--- src/hdl/vpr_pkg.sv ---
package vpr_pkg;

    // Data and measurement widths
    localparam int DATA_W = 32;
    localparam int ADDR_W = 8;
    localparam int VOLT_W = 16;
    localparam int DLY_W = 16;
    localparam int NUM_EV = 4;       // Events per source
    localparam int NUM_SRC = 2;      // Generator, bus
    localparam int ACT_W = 2;        // Action code width per event

    // Register byte offsets
    localparam logic [7:0] OFF_CTRL = 8'h00;
    localparam logic [7:0] OFF_ALARM = 8'h04;
    localparam logic [7:0] OFF_IRQ_STAT = 8'h08;
    localparam logic [7:0] OFF_IRQ_MASK = 8'h0C;
    localparam logic [7:0] OFF_ACTION = 8'h10;
    localparam logic [7:0] OFF_GEN_DLY = 8'h14;
    localparam logic [7:0] OFF_BUS_DLY = 8'h18;
    localparam logic [7:0] OFF_LVL_BASE = 8'h20;   // Eight level words, gen first
    localparam logic [7:0] OFF_LVL_LAST = 8'h3C;

    // Field positions
    localparam int CTRL_CLR_BIT = 0;       // Write 1: controller reset of alarms
    localparam int ALARM_BRK_BIT = 8;      // Synchronised breaker-closed state
    localparam int DLY_ALM_LSB = 16;       // Alarm delay in upper half

    // Event index inside a source
    localparam int EV_OV_PRE = 0;
    localparam int EV_OV_ALM = 1;
    localparam int EV_UV_PRE = 2;
    localparam int EV_UV_ALM = 3;

    // Values after reset: levels that can never trip
    localparam logic [15:0] RST_LVL_OV = 16'hFFFF;
    localparam logic [15:0] RST_LVL_UV = 16'h0000;
    localparam logic [15:0] RST_DLY = 16'h0000;
    localparam logic [15:0] RST_ACTION = 16'h0000;
    localparam logic [7:0] RST_MASK = 8'h00;

    // Delay time base: one tick per millisecond at 125 MHz
    localparam int CLK_PERIOD_PS = 8000;
    localparam int TICK_PERIOD_NS = 1000000;
    localparam int TICK_CYCLES = (TICK_PERIOD_NS * 1000) / CLK_PERIOD_PS;

    // AXI responses
    localparam logic [1:0] RESP_OKAY = 2'h0;
    localparam logic [1:0] RESP_SLVERR = 2'h2;

    // Action selected for an event
    typedef enum logic [1:0] {
        VPR_ACT_NONE = 2'h0,
        VPR_ACT_WARN = 2'h1,
        VPR_ACT_SOFT = 2'h2,
        VPR_ACT_HARD = 2'h3
    } vpr_action_t;

endpackage : vpr_pkg

--- src/hdl/vpr_relay.sv ---
// What this block does
// - Over-voltage uses highest of three phases
// - Under-voltage uses lowest of three phases
// - Definite time: delay fixed, not depth-dependent
// - Alarms stay latched until controller reset
// - Generator under-voltage off while breaker open
// - Other detections ignore breaker position
// - Each event has its own action
// - Separate pre-alarm and alarm delays
// - Delays shared over/under, separate per source
// - Each event has its own trigger level
// - Trip only after continuous excursion for delay; here the first delay unit can run up to one unit short
//
// The implementer's own choices: the AXI4-Lite slave port and the address map.
module vpr_relay #(
    parameter int TICK_CYCLES = vpr_pkg::TICK_CYCLES   // Clocks per delay unit
) (
    input wire logic aclk,
    input wire logic aresetn,
    // AXI4-Lite slave
    input wire logic [7:0] s_axi_awaddr,
    input wire logic s_axi_awvalid,
    output logic s_axi_awready,
    input wire logic [31:0] s_axi_wdata,
    input wire logic [3:0] s_axi_wstrb,
    input wire logic s_axi_wvalid,
    output logic s_axi_wready,
    output logic [1:0] s_axi_bresp,
    output logic s_axi_bvalid,
    input wire logic s_axi_bready,
    input wire logic [7:0] s_axi_araddr,
    input wire logic s_axi_arvalid,
    output logic s_axi_arready,
    output logic [31:0] s_axi_rdata,
    output logic [1:0] s_axi_rresp,
    output logic s_axi_rvalid,
    input wire logic s_axi_rready,
    // Measurements, from logic on this clock
    input wire logic [15:0] gen_phase_a,
    input wire logic [15:0] gen_phase_b,
    input wire logic [15:0] gen_phase_c,
    input wire logic [15:0] bus_phase_a,
    input wire logic [15:0] bus_phase_b,
    input wire logic [15:0] bus_phase_c,
    input wire logic gen_breaker_closed,   // Pin, asynchronous
    // Results
    output logic [7:0] alarm_latched,      // [3:0] generator, [7:4] bus
    output logic act_warn,
    output logic act_soft,
    output logic act_hard,
    output logic irq
);

    ////////////////////////////////////////////////////////////////////////////
    // Registers
    logic [15:0] lvl_q [8];                // Trigger levels, gen then bus
    logic [31:0] dly_q [vpr_pkg::NUM_SRC]; // {alarm, pre-alarm} per source
    logic [15:0] action_q;                 // Two bits per event
    logic [7:0] irq_stat_q;
    logic [7:0] irq_mask_q;
    logic clr_q;                           // Controller reset pulse
    logic [7:0] latched;                   // From the two sources
    logic [7:0] latched_prev_q;
    logic [7:0] alarm_q;
    logic act_warn_q;
    logic act_soft_q;
    logic act_hard_q;
    logic brk_meta_q;                      // Synchroniser first stage
    logic brk_q;                           // Synchronised breaker state
    logic [16:0] tick_cnt_q;
    logic tick;

    // AXI state
    logic aw_have_q;
    logic w_have_q;
    logic [7:0] awaddr_q;
    logic [31:0] wdata_q;
    logic [3:0] wstrb_q;
    logic bvalid_q;
    logic [1:0] bresp_q;
    logic rvalid_q;
    logic [31:0] rdata_q;
    logic [1:0] rresp_q;
    logic wr_go;                           // Both halves of a write held
    logic wr_hit;
    logic [31:0] rd_val;
    logic rd_hit;

    ////////////////////////////////////////////////////////////////////////////
    // Byte-lane merge for partial writes
    function automatic logic [31:0] merge(input logic [31:0] old, input logic [31:0] nw,
                                          input logic [3:0] strb);
        logic [31:0] res;
        res = old;
        for (int b = 0; b < 4; b++) begin
            if (strb[b]) begin
                res[b*8 +: 8] = nw[b*8 +: 8];
            end
        end
        return res;
    endfunction : merge

    // Breaker pin crosses in through two flops
    always_ff @(posedge aclk) begin
        if (!aresetn) begin
            brk_meta_q <= 1'b0;
            brk_q <= 1'b0;
        end else begin
            brk_meta_q <= gen_breaker_closed;
            brk_q <= brk_meta_q;
        end
    end

    // Delay time base; the first tick after an excursion comes early by up to one unit
    always_ff @(posedge aclk) begin
        if (!aresetn || tick) begin
            tick_cnt_q <= 17'h00000;
        end else begin
            tick_cnt_q <= tick_cnt_q + 17'h00001;
        end
    end
    assign tick = (tick_cnt_q == 17'(TICK_CYCLES - 1));

    ////////////////////////////////////////////////////////////////////////////
    // AXI write channel: address and data taken in either order
    assign s_axi_awready = !aw_have_q && !bvalid_q;
    assign s_axi_wready = !w_have_q && !bvalid_q;
    assign s_axi_bvalid = bvalid_q;
    assign s_axi_bresp = bresp_q;
    assign wr_go = aw_have_q && w_have_q && !bvalid_q;
    assign wr_hit = (awaddr_q[1:0] == 2'h0) && (awaddr_q <= vpr_pkg::OFF_LVL_LAST)
                    && (awaddr_q != 8'h1C);

    always_ff @(posedge aclk) begin
        if (!aresetn) begin
            aw_have_q <= 1'b0;
            w_have_q <= 1'b0;
            awaddr_q <= 8'h00;
            wdata_q <= 32'h00000000;
            wstrb_q <= 4'h0;
            bvalid_q <= 1'b0;
            bresp_q <= vpr_pkg::RESP_OKAY;
        end else begin
            if (s_axi_awvalid && s_axi_awready) begin
                aw_have_q <= 1'b1;
                awaddr_q <= s_axi_awaddr;
            end
            if (s_axi_wvalid && s_axi_wready) begin
                w_have_q <= 1'b1;
                wdata_q <= s_axi_wdata;
                wstrb_q <= s_axi_wstrb;
            end
            if (wr_go) begin
                // Response one cycle after both halves are held
                aw_have_q <= 1'b0;
                w_have_q <= 1'b0;
                bvalid_q <= 1'b1;
                bresp_q <= wr_hit ? vpr_pkg::RESP_OKAY : vpr_pkg::RESP_SLVERR;
            end else if (bvalid_q && s_axi_bready) begin
                bvalid_q <= 1'b0;
            end
        end
    end

    // Configuration registers; alarm status is read only
    always_ff @(posedge aclk) begin
        if (!aresetn) begin
            for (int k = 0; k < 8; k++) begin
                lvl_q[k] <= (k % 4 < 2) ? vpr_pkg::RST_LVL_OV : vpr_pkg::RST_LVL_UV;
            end
            for (int s = 0; s < vpr_pkg::NUM_SRC; s++) begin
                dly_q[s] <= {vpr_pkg::RST_DLY, vpr_pkg::RST_DLY};
            end
            action_q <= vpr_pkg::RST_ACTION;
            irq_mask_q <= vpr_pkg::RST_MASK;
        end else if (wr_go && wr_hit) begin
            if (awaddr_q >= vpr_pkg::OFF_LVL_BASE) begin
                lvl_q[awaddr_q[4:2]] <= 16'(merge({16'h0000, lvl_q[awaddr_q[4:2]]},
                                                  wdata_q, wstrb_q));
            end
            if (awaddr_q == vpr_pkg::OFF_GEN_DLY) begin
                dly_q[0] <= merge(dly_q[0], wdata_q, wstrb_q);
            end
            if (awaddr_q == vpr_pkg::OFF_BUS_DLY) begin
                dly_q[1] <= merge(dly_q[1], wdata_q, wstrb_q);
            end
            if (awaddr_q == vpr_pkg::OFF_ACTION) begin
                action_q <= 16'(merge({16'h0000, action_q}, wdata_q, wstrb_q));
            end
            if (awaddr_q == vpr_pkg::OFF_IRQ_MASK) begin
                irq_mask_q <= 8'(merge({24'h000000, irq_mask_q}, wdata_q, wstrb_q));
            end
        end
    end

    // Controller reset is a one-cycle pulse from a write of one
    always_ff @(posedge aclk) begin
        if (!aresetn) begin
            clr_q <= 1'b0;
        end else begin
            clr_q <= wr_go && (awaddr_q == vpr_pkg::OFF_CTRL) && wstrb_q[0]
                     && wdata_q[vpr_pkg::CTRL_CLR_BIT];
        end
    end

    ////////////////////////////////////////////////////////////////////////////
    // AXI read channel
    assign s_axi_arready = !rvalid_q;
    assign s_axi_rvalid = rvalid_q;
    assign s_axi_rdata = rdata_q;
    assign s_axi_rresp = rresp_q;

    // Read decode; unmapped words answer with an error, reading zero below 0x20 and an aliased level word above 0x3C
    always_comb begin
        rd_val = 32'h00000000;
        rd_hit = (s_axi_araddr[1:0] == 2'h0) && (s_axi_araddr <= vpr_pkg::OFF_LVL_LAST)
                 && (s_axi_araddr != 8'h1C);
        if (s_axi_araddr >= vpr_pkg::OFF_LVL_BASE) begin
            rd_val = {16'h0000, lvl_q[s_axi_araddr[4:2]]};
        end else begin
            unique case (s_axi_araddr)
                vpr_pkg::OFF_ALARM: begin
                    rd_val = {23'h000000, brk_q, alarm_q};
                end
                vpr_pkg::OFF_IRQ_STAT: begin
                    rd_val = {24'h000000, irq_stat_q};
                end
                vpr_pkg::OFF_IRQ_MASK: begin
                    rd_val = {24'h000000, irq_mask_q};
                end
                vpr_pkg::OFF_ACTION: begin
                    rd_val = {16'h0000, action_q};
                end
                vpr_pkg::OFF_GEN_DLY: begin
                    rd_val = dly_q[0];
                end
                vpr_pkg::OFF_BUS_DLY: begin
                    rd_val = dly_q[1];
                end
                default: begin
                    rd_val = 32'h00000000;   // Control reads zero
                end
            endcase
        end
    end

    always_ff @(posedge aclk) begin
        if (!aresetn) begin
            rvalid_q <= 1'b0;
            rdata_q <= 32'h00000000;
            rresp_q <= vpr_pkg::RESP_OKAY;
        end else if (s_axi_arvalid && s_axi_arready) begin
            rvalid_q <= 1'b1;
            rdata_q <= rd_val;
            rresp_q <= rd_hit ? vpr_pkg::RESP_OKAY : vpr_pkg::RESP_SLVERR;
        end else if (rvalid_q && s_axi_rready) begin
            rvalid_q <= 1'b0;
        end
    end

    ////////////////////////////////////////////////////////////////////////////
    // Two sources; only the generator gates its under-voltage side
    for (genvar s = 0; s < vpr_pkg::NUM_SRC; s++) begin : g_src
        vpr_source u_src (
            .aclk(aclk),
            .aresetn(aresetn),
            .tick(tick),
            .clr_alarm(clr_q),
            .uv_enable((s == 0) ? brk_q : 1'b1),
            .phase_a((s == 0) ? gen_phase_a : bus_phase_a),
            .phase_b((s == 0) ? gen_phase_b : bus_phase_b),
            .phase_c((s == 0) ? gen_phase_c : bus_phase_c),
            .lvl_ov_pre(lvl_q[s*4 + 0]),
            .lvl_ov_alm(lvl_q[s*4 + 1]),
            .lvl_uv_pre(lvl_q[s*4 + 2]),
            .lvl_uv_alm(lvl_q[s*4 + 3]),
            .dly_pre(dly_q[s][15:0]),
            .dly_alm(dly_q[s][31:16]),
            .latched(latched[s*4 +: 4])
        );
    end

    // Action outputs: each latched event drives the line its own code selects
    always_ff @(posedge aclk) begin
        if (!aresetn) begin
            alarm_q <= 8'h00;
            act_warn_q <= 1'b0;
            act_soft_q <= 1'b0;
            act_hard_q <= 1'b0;
        end else begin
            alarm_q <= latched;
            act_warn_q <= 1'b0;
            act_soft_q <= 1'b0;
            act_hard_q <= 1'b0;
            for (int e = 0; e < 8; e++) begin
                if (latched[e] && action_q[e*2 +: 2] == vpr_pkg::VPR_ACT_WARN) begin
                    act_warn_q <= 1'b1;
                end
                if (latched[e] && action_q[e*2 +: 2] == vpr_pkg::VPR_ACT_SOFT) begin
                    act_soft_q <= 1'b1;
                end
                if (latched[e] && action_q[e*2 +: 2] == vpr_pkg::VPR_ACT_HARD) begin
                    act_hard_q <= 1'b1;
                end
            end
        end
    end
    assign alarm_latched = alarm_q;
    assign act_warn = act_warn_q;
    assign act_soft = act_soft_q;
    assign act_hard = act_hard_q;

    // Sticky interrupt status: a new latch wins over a same-cycle clear
    always_ff @(posedge aclk) begin
        if (!aresetn) begin
            latched_prev_q <= 8'h00;
            irq_stat_q <= 8'h00;
        end else begin
            latched_prev_q <= latched;
            if (wr_go && (awaddr_q == vpr_pkg::OFF_IRQ_STAT) && wstrb_q[0]) begin
                irq_stat_q <= (irq_stat_q & ~wdata_q[7:0]) | (latched & ~latched_prev_q);
            end else begin
                irq_stat_q <= irq_stat_q | (latched & ~latched_prev_q);
            end
        end
    end
    assign irq = |(irq_stat_q & irq_mask_q);

    a_action_route: assert property (@(posedge aclk) disable iff (!aresetn)
        latched[0] && (action_q[1:0] == vpr_pkg::VPR_ACT_WARN) |=> act_warn_q)
        else $error("latched event did not drive its selected action");
    a_bus_uv_free: assert property (@(posedge aclk) disable iff (!aresetn)
        !brk_q && (dly_q[1][31:16] == 16'h0000) && ((bus_phase_a < lvl_q[7])
        || (bus_phase_b < lvl_q[7]) || (bus_phase_c < lvl_q[7])) |=> latched[7])
        else $error("bus under-voltage gated by breaker");
    c_irq: cover property (@(posedge aclk) disable iff (!aresetn) $rose(irq));

endmodule : vpr_relay

--- src/hdl/vpr_source.sv ---
////////////////////////////////////////////////////////////////////////////////
// One three-phase source: worst-case phase pick, four definite-time events
module vpr_source (
    input wire logic aclk,
    input wire logic aresetn,
    input wire logic tick,                  // One-cycle pulse per delay unit
    input wire logic clr_alarm,             // Controller reset pulse
    input wire logic uv_enable,             // Low blocks both under-voltage events
    input wire logic [15:0] phase_a,
    input wire logic [15:0] phase_b,
    input wire logic [15:0] phase_c,
    input wire logic [15:0] lvl_ov_pre,
    input wire logic [15:0] lvl_ov_alm,
    input wire logic [15:0] lvl_uv_pre,
    input wire logic [15:0] lvl_uv_alm,
    input wire logic [15:0] dly_pre,
    input wire logic [15:0] dly_alm,
    output logic [3:0] latched
);

    logic [15:0] vmax;                      // Highest phase
    logic [15:0] vmin;                      // Lowest phase
    logic [15:0] lvl [vpr_pkg::NUM_EV];     // Trigger level per event
    logic [3:0] beyond;                     // Excursion beyond level, per event
    logic [3:0] fire;                       // Delay met this cycle
    logic [3:0] latched_q;

    assign lvl[vpr_pkg::EV_OV_PRE] = lvl_ov_pre;
    assign lvl[vpr_pkg::EV_OV_ALM] = lvl_ov_alm;
    assign lvl[vpr_pkg::EV_UV_PRE] = lvl_uv_pre;
    assign lvl[vpr_pkg::EV_UV_ALM] = lvl_uv_alm;
    assign latched = latched_q;

    // Worst-case phase selection, never an average
    always_comb begin
        vmax = phase_a;
        if (phase_b > vmax) begin
            vmax = phase_b;
        end
        if (phase_c > vmax) begin
            vmax = phase_c;
        end
        vmin = phase_a;
        if (phase_b < vmin) begin
            vmin = phase_b;
        end
        if (phase_c < vmin) begin
            vmin = phase_c;
        end
    end

    ////////////////////////////////////////////////////////////////////////////
    // Per-event timer and latch
    for (genvar i = 0; i < vpr_pkg::NUM_EV; i++) begin : g_ev
        localparam bit IS_OVER = (i < 2);
        localparam bit IS_PRE = ((i % 2) == 0);
        logic [15:0] cnt_q;                 // Ticks seen while beyond level; the first may be partial
        logic [15:0] dly;                   // Delay shared by over and under
        logic lat_q;                        // This event's latch

        assign dly = IS_PRE ? dly_pre : dly_alm;

        // Over side never gated; under side gated by its enable
        if (IS_OVER) begin : g_ov
            assign beyond[i] = (vmax > lvl[i]);
        end else begin : g_uv
            assign beyond[i] = uv_enable && (vmin < lvl[i]);
        end

        // Fixed delay, independent of excursion depth
        assign fire[i] = beyond[i] && (cnt_q >= dly);

        // Count only while beyond; any return restarts from zero
        always_ff @(posedge aclk) begin
            if (!aresetn || !beyond[i]) begin
                cnt_q <= 16'h0000;
            end else if (tick && (cnt_q != 16'hFFFF)) begin
                cnt_q <= cnt_q + 16'h0001;
            end
        end

        // Latch holds until controller reset; a new trip wins over the clear
        always_ff @(posedge aclk) begin
            if (!aresetn) begin
                lat_q <= 1'b0;
            end else begin
                lat_q <= fire[i] | (lat_q & ~clr_alarm);
            end
        end
        assign latched_q[i] = lat_q;

        a_latch_hold: assert property (@(posedge aclk) disable iff (!aresetn)
            latched_q[i] && !clr_alarm |=> latched_q[i])
            else $error("event latch dropped without controller reset");
        a_no_early_trip: assert property (@(posedge aclk) disable iff (!aresetn)
            $rose(latched_q[i]) |-> $past(beyond[i]) && ($past(cnt_q) >= $past(dly)))
            else $error("event latched before its delay elapsed");
        a_trip_on_delay: assert property (@(posedge aclk) disable iff (!aresetn)
            beyond[i] && (cnt_q >= dly) |=> latched_q[i])
            else $error("event not latched once delay elapsed");
        a_timer_restart: assert property (@(posedge aclk) disable iff (!aresetn)
            !beyond[i] |=> (cnt_q == 16'h0000))
            else $error("delay timer kept value after return inside level");
        a_level_compare: assert property (@(posedge aclk) disable iff (!aresetn)
            beyond[i] |-> (IS_OVER ? (vmax > lvl[i]) : (vmin < lvl[i])))
            else $error("excursion flagged against the wrong level");
        if (!IS_OVER) begin : g_uvchk
            a_uv_blocked: assert property (@(posedge aclk) disable iff (!aresetn)
                !uv_enable |-> !beyond[i] ##1 (cnt_q == 16'h0000))
                else $error("under-voltage timed while blocked");
        end
    end

    a_worst_phase: assert property (@(posedge aclk) disable iff (!aresetn)
        (vmax >= phase_a) && (vmax >= phase_b) && (vmax >= phase_c)
        && (vmin <= phase_a) && (vmin <= phase_b) && (vmin <= phase_c))
        else $error("worst-case phase pick wrong");
    c_ov_alarm: cover property (@(posedge aclk) disable iff (!aresetn)
        $rose(latched_q[vpr_pkg::EV_OV_ALM]));
    c_uv_pre: cover property (@(posedge aclk) disable iff (!aresetn)
        $rose(latched_q[vpr_pkg::EV_UV_PRE]));
    c_clear: cover property (@(posedge aclk) disable iff (!aresetn)
        latched_q[0] ##1 clr_alarm ##1 !latched_q[0]);

endmodule : vpr_source

--- config.mk ---
export PLATFORM = sky130hd
export DESIGN_NAME = vpr_relay
export DESIGN_NICKNAME = d
export VERILOG_FILES = /design/src/hdl/vpr_pkg.sv /design/src/hdl/vpr_relay.sv /design/src/hdl/vpr_source.sv
export SDC_FILE = /design/constraint.sdc
export NUM_CORES = 1
export LEC_CHECK = 0
export BUFFER_PORTS_ARGS = -buffer_cell sky130_fd_sc_hd__buf_2
export CAP_MARGIN = 20
export CORE_ASPECT_RATIO = 1.25
export CORE_MARGIN = 2
export CORE_UTILIZATION = 39
export CTS_CLUSTER_SIZE = 10
export DETAILED_ROUTE_END_ITERATION = 16
export HOLD_SLACK_MARGIN = 0.1
export PLACE_DENSITY_LB_ADDON = 0.2
export SLEW_MARGIN = 20
export SYNTH_ARGS = -nofsm -noshare
export SYNTH_HDL_FRONTEND = slang
export SYNTH_SLANG_ARGS = --single-unit
--- constraint.sdc ---
create_clock -name aclk -period 12.15 [get_ports aclk]
set_input_delay 2.43 -clock aclk [delete_from_list [all_inputs] [get_ports aclk]]
set_output_delay 2.43 -clock aclk [all_outputs]
set_load 0.02 [all_outputs]
Word-level counts from Yosys, hierarchy flattened
Memories as Yosys holds them, arrays and structs flattened.
Cells that the tools add are included.
Widths: inputs -> output; s select.
- register bits after elaboration: 283
- RAM bits: 192
- input bits: 156
- logic and storage cells: 347
- memories: 2
- memory list (name ; depth ; bits a word ; read ports ; clocked after memory_dff ; write ports ; RTL line ; RTL):
    lvl_q ; 8 ; 16 ; 9 ; 0 ; 8 ; vpr_relay.sv:56 ; logic [15:0] lvl_q [8];
    dly_q ; 2 ; 32 ; 2 ; 0 ; 2 ; vpr_relay.sv:57 ; logic [31:0] dly_q [vpr_pkg::NUM_SRC];
- $add $sub $neg: 9
- order comparisons: 28
- equal/unequal tests: 48
- multiplexer cells: 99
- bitwise logic cells: 27
- reductions and logical operators: 96
- operator list (cell ; count):
    $mux 8 ; 41
    $pmux 32 s6 ; 1
    $mux 16 ; 9
    $add 16x1->16 const B ; 8
    $ge 16x16->1 ; 8
    $gt 16x16->1 ; 8
    $lt 16x16->1 ; 8
    $ne 16x16->1 const B ; 8
    $mux 32 ; 3
    $logic_and 1x1->1 ; 61
    $eq 8x5->1 const B ; 6
    $mux 1 ; 41
    $eq 2x2->1 const B ; 16
    $eq 8x4->1 const B ; 4
    $and 8x8->8 ; 3
    $add 17x1->17 const B ; 1
    $eq 17x17->1 const B ; 1
    $eq 2x1->1 const B ; 8
    $ge 8x6->1 const B ; 2
    $le 8x6->1 const B ; 2
    $ne 8x5->1 const B ; 2
    $not 8->8 ; 2
    $or 8x8->8 ; 2
    $reduce_or 16->1 ; 1
    other kinds (16) ; 61

Depth between registers and ports, before layout
- word-level depth: 10
- depth in mapped cells: 32

Cells and area by module
Synthesis repeated with hierarchy kept, for this count alone.
- cells, all modules: 3352
- area total of the unflattened synthesis: 31084.8 µm²
- by module, submodules not included (module ; instances ; cells an instance ; area an instance (µm²) ; sequential area each (µm²)):
    vpr_relay ; 1 ; 1304 ; 14805.4 ; 8668.3
    vpr_source (g_src[1].u_src) ; 1 ; 1058 ; 8274.2 ; 1361.3
    vpr_source (g_src[0].u_src) ; 1 ; 990 ; 8005.2 ; 1361.3

Worst setup path after synthesis
OpenSTA, ideal clock, no wires.
- path kind: input-to-reg
- start point: in gen_phase_a[15]
- end point: reg g_src[0].u_src.g_ev[1].cnt_q[13]
- arrival time: 8209 ps
- slack: 3813 ps
- stages on the path: 29
- buffers on the path: 4
- path through: inv_1 -> ha_1 -> nand4_1 -> nor4_4 -> o21ai_1 -> o211a_1 -> buf_6 -> a21oi_4 -> buf_6 -> mux2i_1 -> ha_1 -> nor2b_1 -> o21a_1 -> o21a_1 -> o211ai_1 -> a21oi_1 -> o21ai_0 -> a21oi_1 -> buf_2 -> mux2i_1 -> ha_1 -> nor2b_1 -> o21a_1 -> o21a_1 -> o21a_1 -> o21a_1 -> o31ai_1 -> clkbuf_1 -> nor2_1
- word-level cells in the longest chain between the ends: 7
- ends and longest elaborated chain (item ; RTL line ; RTL):
    start: declaration ; vpr_relay.sv:39 ; input wire logic [15:0] gen_phase_a,
    $gt 16x16->1 ; vpr_source.sv:37 ; if (phase_b > vmax) begin
    $mux 16 * ; vpr_source.sv:37 ;
    $gt 16x16->1 ; vpr_source.sv:40 ; if (phase_c > vmax) begin
    $mux 16 * ; vpr_source.sv:40 ;
    $gt 16x16->1 * ; vpr_source.sv:65 ; assign beyond[i] = (vmax > lvl[i]);
    $logic_not 1->1 * ; vpr_source.sv:75 ; if (!aresetn || !beyond[i]) begin
    $logic_or 1x1->1 * ; vpr_source.sv:75 ;
    end signal: assignment ; vpr_source.sv:78 ; cnt_q <= cnt_q + 16'h0001;
    end: declaration ; vpr_source.sv:57 ; logic [15:0] cnt_q;
Mark *: on every way between the ends. The rest lies on a longest branch, timed or not.
A chain may end at the register's enable or synchronous reset.

Worst setup path after layout
- start point: in gen_phase_a[15]
- end point: reg g_src[0].u_src.g_ev[1].lat_q
- word-level cells in the longest chain between the ends: 7
- ends and longest elaborated chain (item ; RTL line ; RTL):
    $gt 16x16->1 ; vpr_source.sv:37 ;
    $mux 16 * ; vpr_source.sv:37 ;
    $gt 16x16->1 ; vpr_source.sv:40 ;
    $mux 16 * ; vpr_source.sv:40 ;
    $gt 16x16->1 * ; vpr_source.sv:65 ;
    $logic_and 1x1->1 * ; vpr_source.sv:71 ; assign fire[i] = beyond[i] && (cnt_q >= dly);
    $or 1x1->1 * ; vpr_source.sv:87 ; lat_q <= fire[i] | (lat_q & ~clr_alarm);
    end signal: assignment ; vpr_source.sv:87 ;
    end: declaration ; vpr_source.sv:59 ; logic lat_q;
Marks and branches as above.

==> out/metrics.cfg <==
[outcome]
status = completed

[global_route]
track_usage_pct = 22.98
antenna_found_initial = 3
grt_max_degree = 67
grt_pass1_vias = 23480
grt.overflow.total = 0
grt_pass1_wl_um = 139800

[power]
power_switching_mw = 1.102
ir_drop_uv = 103.4
p_leak_nw = 14.77
switching_share_pct = 28.03
seqPwrFrac_pct = 44.0
clkPwrFrac_pct = 39.8
p_int_mw = 2.829
combPwrFrac_pct = 16.2
power_density_mw_per_mm2 = 115.5

[sta]
hold_viol_final = 0
whs_ps = 455.8
worst_pin_slew_ps = 1097
fin_worst_skew_ps = 40.27
max_freq_mhz = 114.5
fin_crit_sh_pct = 71.87
worst_slack_ps = 3417
rsz0062_at_grt = false
slew_violations = 0
finalCriticalPeriod_ps = 8733
finalSetupTns_ps = 0
finalSetupViolations = 0
max_slew_margin_pct = 26.87

[clock_network]
clock_tree.root_cell = clkbuf_16
cts_hold_buf = 0
cts_buffers = 55
worstSkewPairLatency_ps = 630
cts_tree = done
clk_path_buf_depth = 3
postCtsSetupBuffers = 0
path_clk_slew_ps = 60
cts.repair.resized = 0
cts_sinks = 473
htreeDepth = 2

[worst_setup_path]
worstSetupEndpointType = register
cp_max_fo = 18
cp-start-kind = input port
crit_required_ps = 12650
critPathArrivalTime_ps = 9230
critical_path_class = in -> reg

[detailed_routing]
wl_per_cell_um = 20.65
via_per_inst = 5.312
routed_wl_um = 92410
drtAntennaViolNets = 0
drtPass1Iterations = 5
drc_errors = 0
vias = 23770
drtIter0Drc = 1392

[floorplanning]
initial_core_util_pct = 39.24
fp.coreArea_mm2 = 0.07717
die-width_um = 253.2
num_rows = 114
die_h_um = 315.5
design.die.area_mm2 = 0.07990
ioPinCount = 209

[job]
maxCapViolCount = 0

[final_layout]
drive_above_1_share_pct = 12.34
post-route-util_pct = 44.11
nNetsFinal = 3901
syn_to_final_growth_pct = 12.41

[yosys]
syn_area_per_cell_um2 = 9.430
yosysSeqAreaShare_pct = 37.62
syn_inst = 3211
synthesis.area_mm2 = 0.03028
synth_most_common_cell = ha_1
synth_area_leader_cell = edfxtp_1
ys_async_sr_fraction_pct = 0
synth-edff-count = 192
synthFlopType = dfxtp_1
yosys-top-cells-area = edfxtp_1, dfxtp_1, ha_1
synth_common_cells = ha_1, dfxtp_1, inv_1
synth_cell_type_count = 83
synth_top_area_share_pct = 19.04
yosysWarningCount = 0
synth-seq-cells = 473

[min_path]
worst_hold_path_type = reg -> reg

[placement]
hpwlAfterDp_um = 72860
numPortBuffers = 206
place_congestion = 0.8893
post-place-ws_ps = 2715

metrics by stage:
step	cell area, um2	total power [mW]	cells
2_1_floorplan	30280	2.170	3212
3_3_place_gp	32370	2.397	4377
3_5_place_dp	32370	2.402	4377
4_1_cts	34030	3.972	4473
5_1_grt	34030	4.105	4474
6_report	34040	3.931	4475
per-layer routing:
layer  global-route usage (%)  part of all wire, %
met5                        0                    0
met4                    9.131                  4.0
met3                    2.330                  4.2
met2                    41.88                   50
met1                    27.66                   42
cell families (layout without fill, tap and decap cells):
family                     after synthesis  after routing  synth area share (%)
and+or+nand+nor                       1096           1096                 18.29
adders and majority gates              355            355                 14.67
other                                    1              4               0.01238
DFF                                    473            473                 37.62
muxes                                  187            187                 7.504
buffers and inverters                  391            608                 5.099
xor gates and xnor gates               121            121                 3.500
AOI/OAI and AO/OA                      587            587                 13.30
layout by cell type, fill, tap and decap left out, drive strengths merged, types with 14 or more instances in the layout:
cell type / netlist / routed
a21oi: 140 / 140
nand4: 71 / 71
nor3: 48 / 48
and4: 24 / 24
a22oi: 21 / 21
clkbuf: 84 / 92
nor2b: 41 / 41
nand2: 271 / 271
a211oi: 14 / 14
o21ai: 99 / 99
and3: 36 / 36
a21boi: 64 / 64
xnor2: 52 / 52
o21a: 33 / 33
a21o: 85 / 85
buf: 31 / 236
a31oi: 16 / 16
nor2: 250 / 250
xor2: 69 / 69
nand3: 92 / 92
and2: 134 / 134
mux2i: 155 / 155
a2111oi: 14 / 14
dfxtp: 281 / 281
or2: 54 / 54
nand2b: 47 / 47
edfxtp: 192 / 192
inv: 276 / 278
ha: 355 / 355
mux4: 32 / 32
critical path, cell delays in order:
cell	delay (ps)
buf_2	100
inv_1	40
ha_1	310
nand4_1	250
nor4_4	400
o21ai_1	140
o211a_1	490
a21oi_4	710
mux2i_1	200
ha_1	330
nor2b_1	140
o21a_1	120
o21a_1	100
o211ai_1	80
a21oi_1	170
o21ai_0	130
a21oi_2	550
buf_4	320
mux2i_1	320
ha_1	300
a2111oi_0	430
o221ai_1	260
o31ai_2	330
buf_4	310
a2bb2oi_1	190
a31oi_1	60
path summary, 6_finish.rpt:
check | from | endpoint | slack, ps | cells after the start
hold / removal | tick_cnt_q[0] | tick_cnt_q[0] | 460 | 1
setup reg to reg | awaddr_q[4] | lvl_q[2][9] | 8650 | 6
hold reg to reg | tick_cnt_q[0] | tick_cnt_q[0] | 460 | 1
setup / recovery | gen_phase_a[15] | g_src[0].u_src.g_ev[1].lat_q | 3420 | 26
state kept, by name (all words and copies together), names as in the netlist, 16 cells and up:
register,cells
action_q,16
dly_q,64
g_src.u_src.g_ev.cnt_q,128
lvl_q,128
s_axi_rdata,32
tick_cnt_q,17
wdata_q,32
power groups by stage:
stage | Combinational (mW) | Sequential, mW | Clock, mW
after floorplan | 0.435 | 1.74 | 0
after global placement | 0.634 | 1.76 | 0
after CTS | 0.641 | 1.73 | 1.60
after global routing | 0.711 | 1.73 | 1.66
final | 0.635 | 1.73 | 1.57
after detailed placement | 0.638 | 1.76 | 0
cell type report:
class	instances	area [um2]
Tap cell	1044	1306
Clock buffer	92	1568
Multi-Input combinational cell	2348	17380
Timing Repair Buffer	236	1259
Fill cell	7619	43130
Sequential cell	473	11390
Clock inverter	4	88.84
Antenna cell	2	5.005
Inverter	276	1036
(Power assumes the default switching activity.)
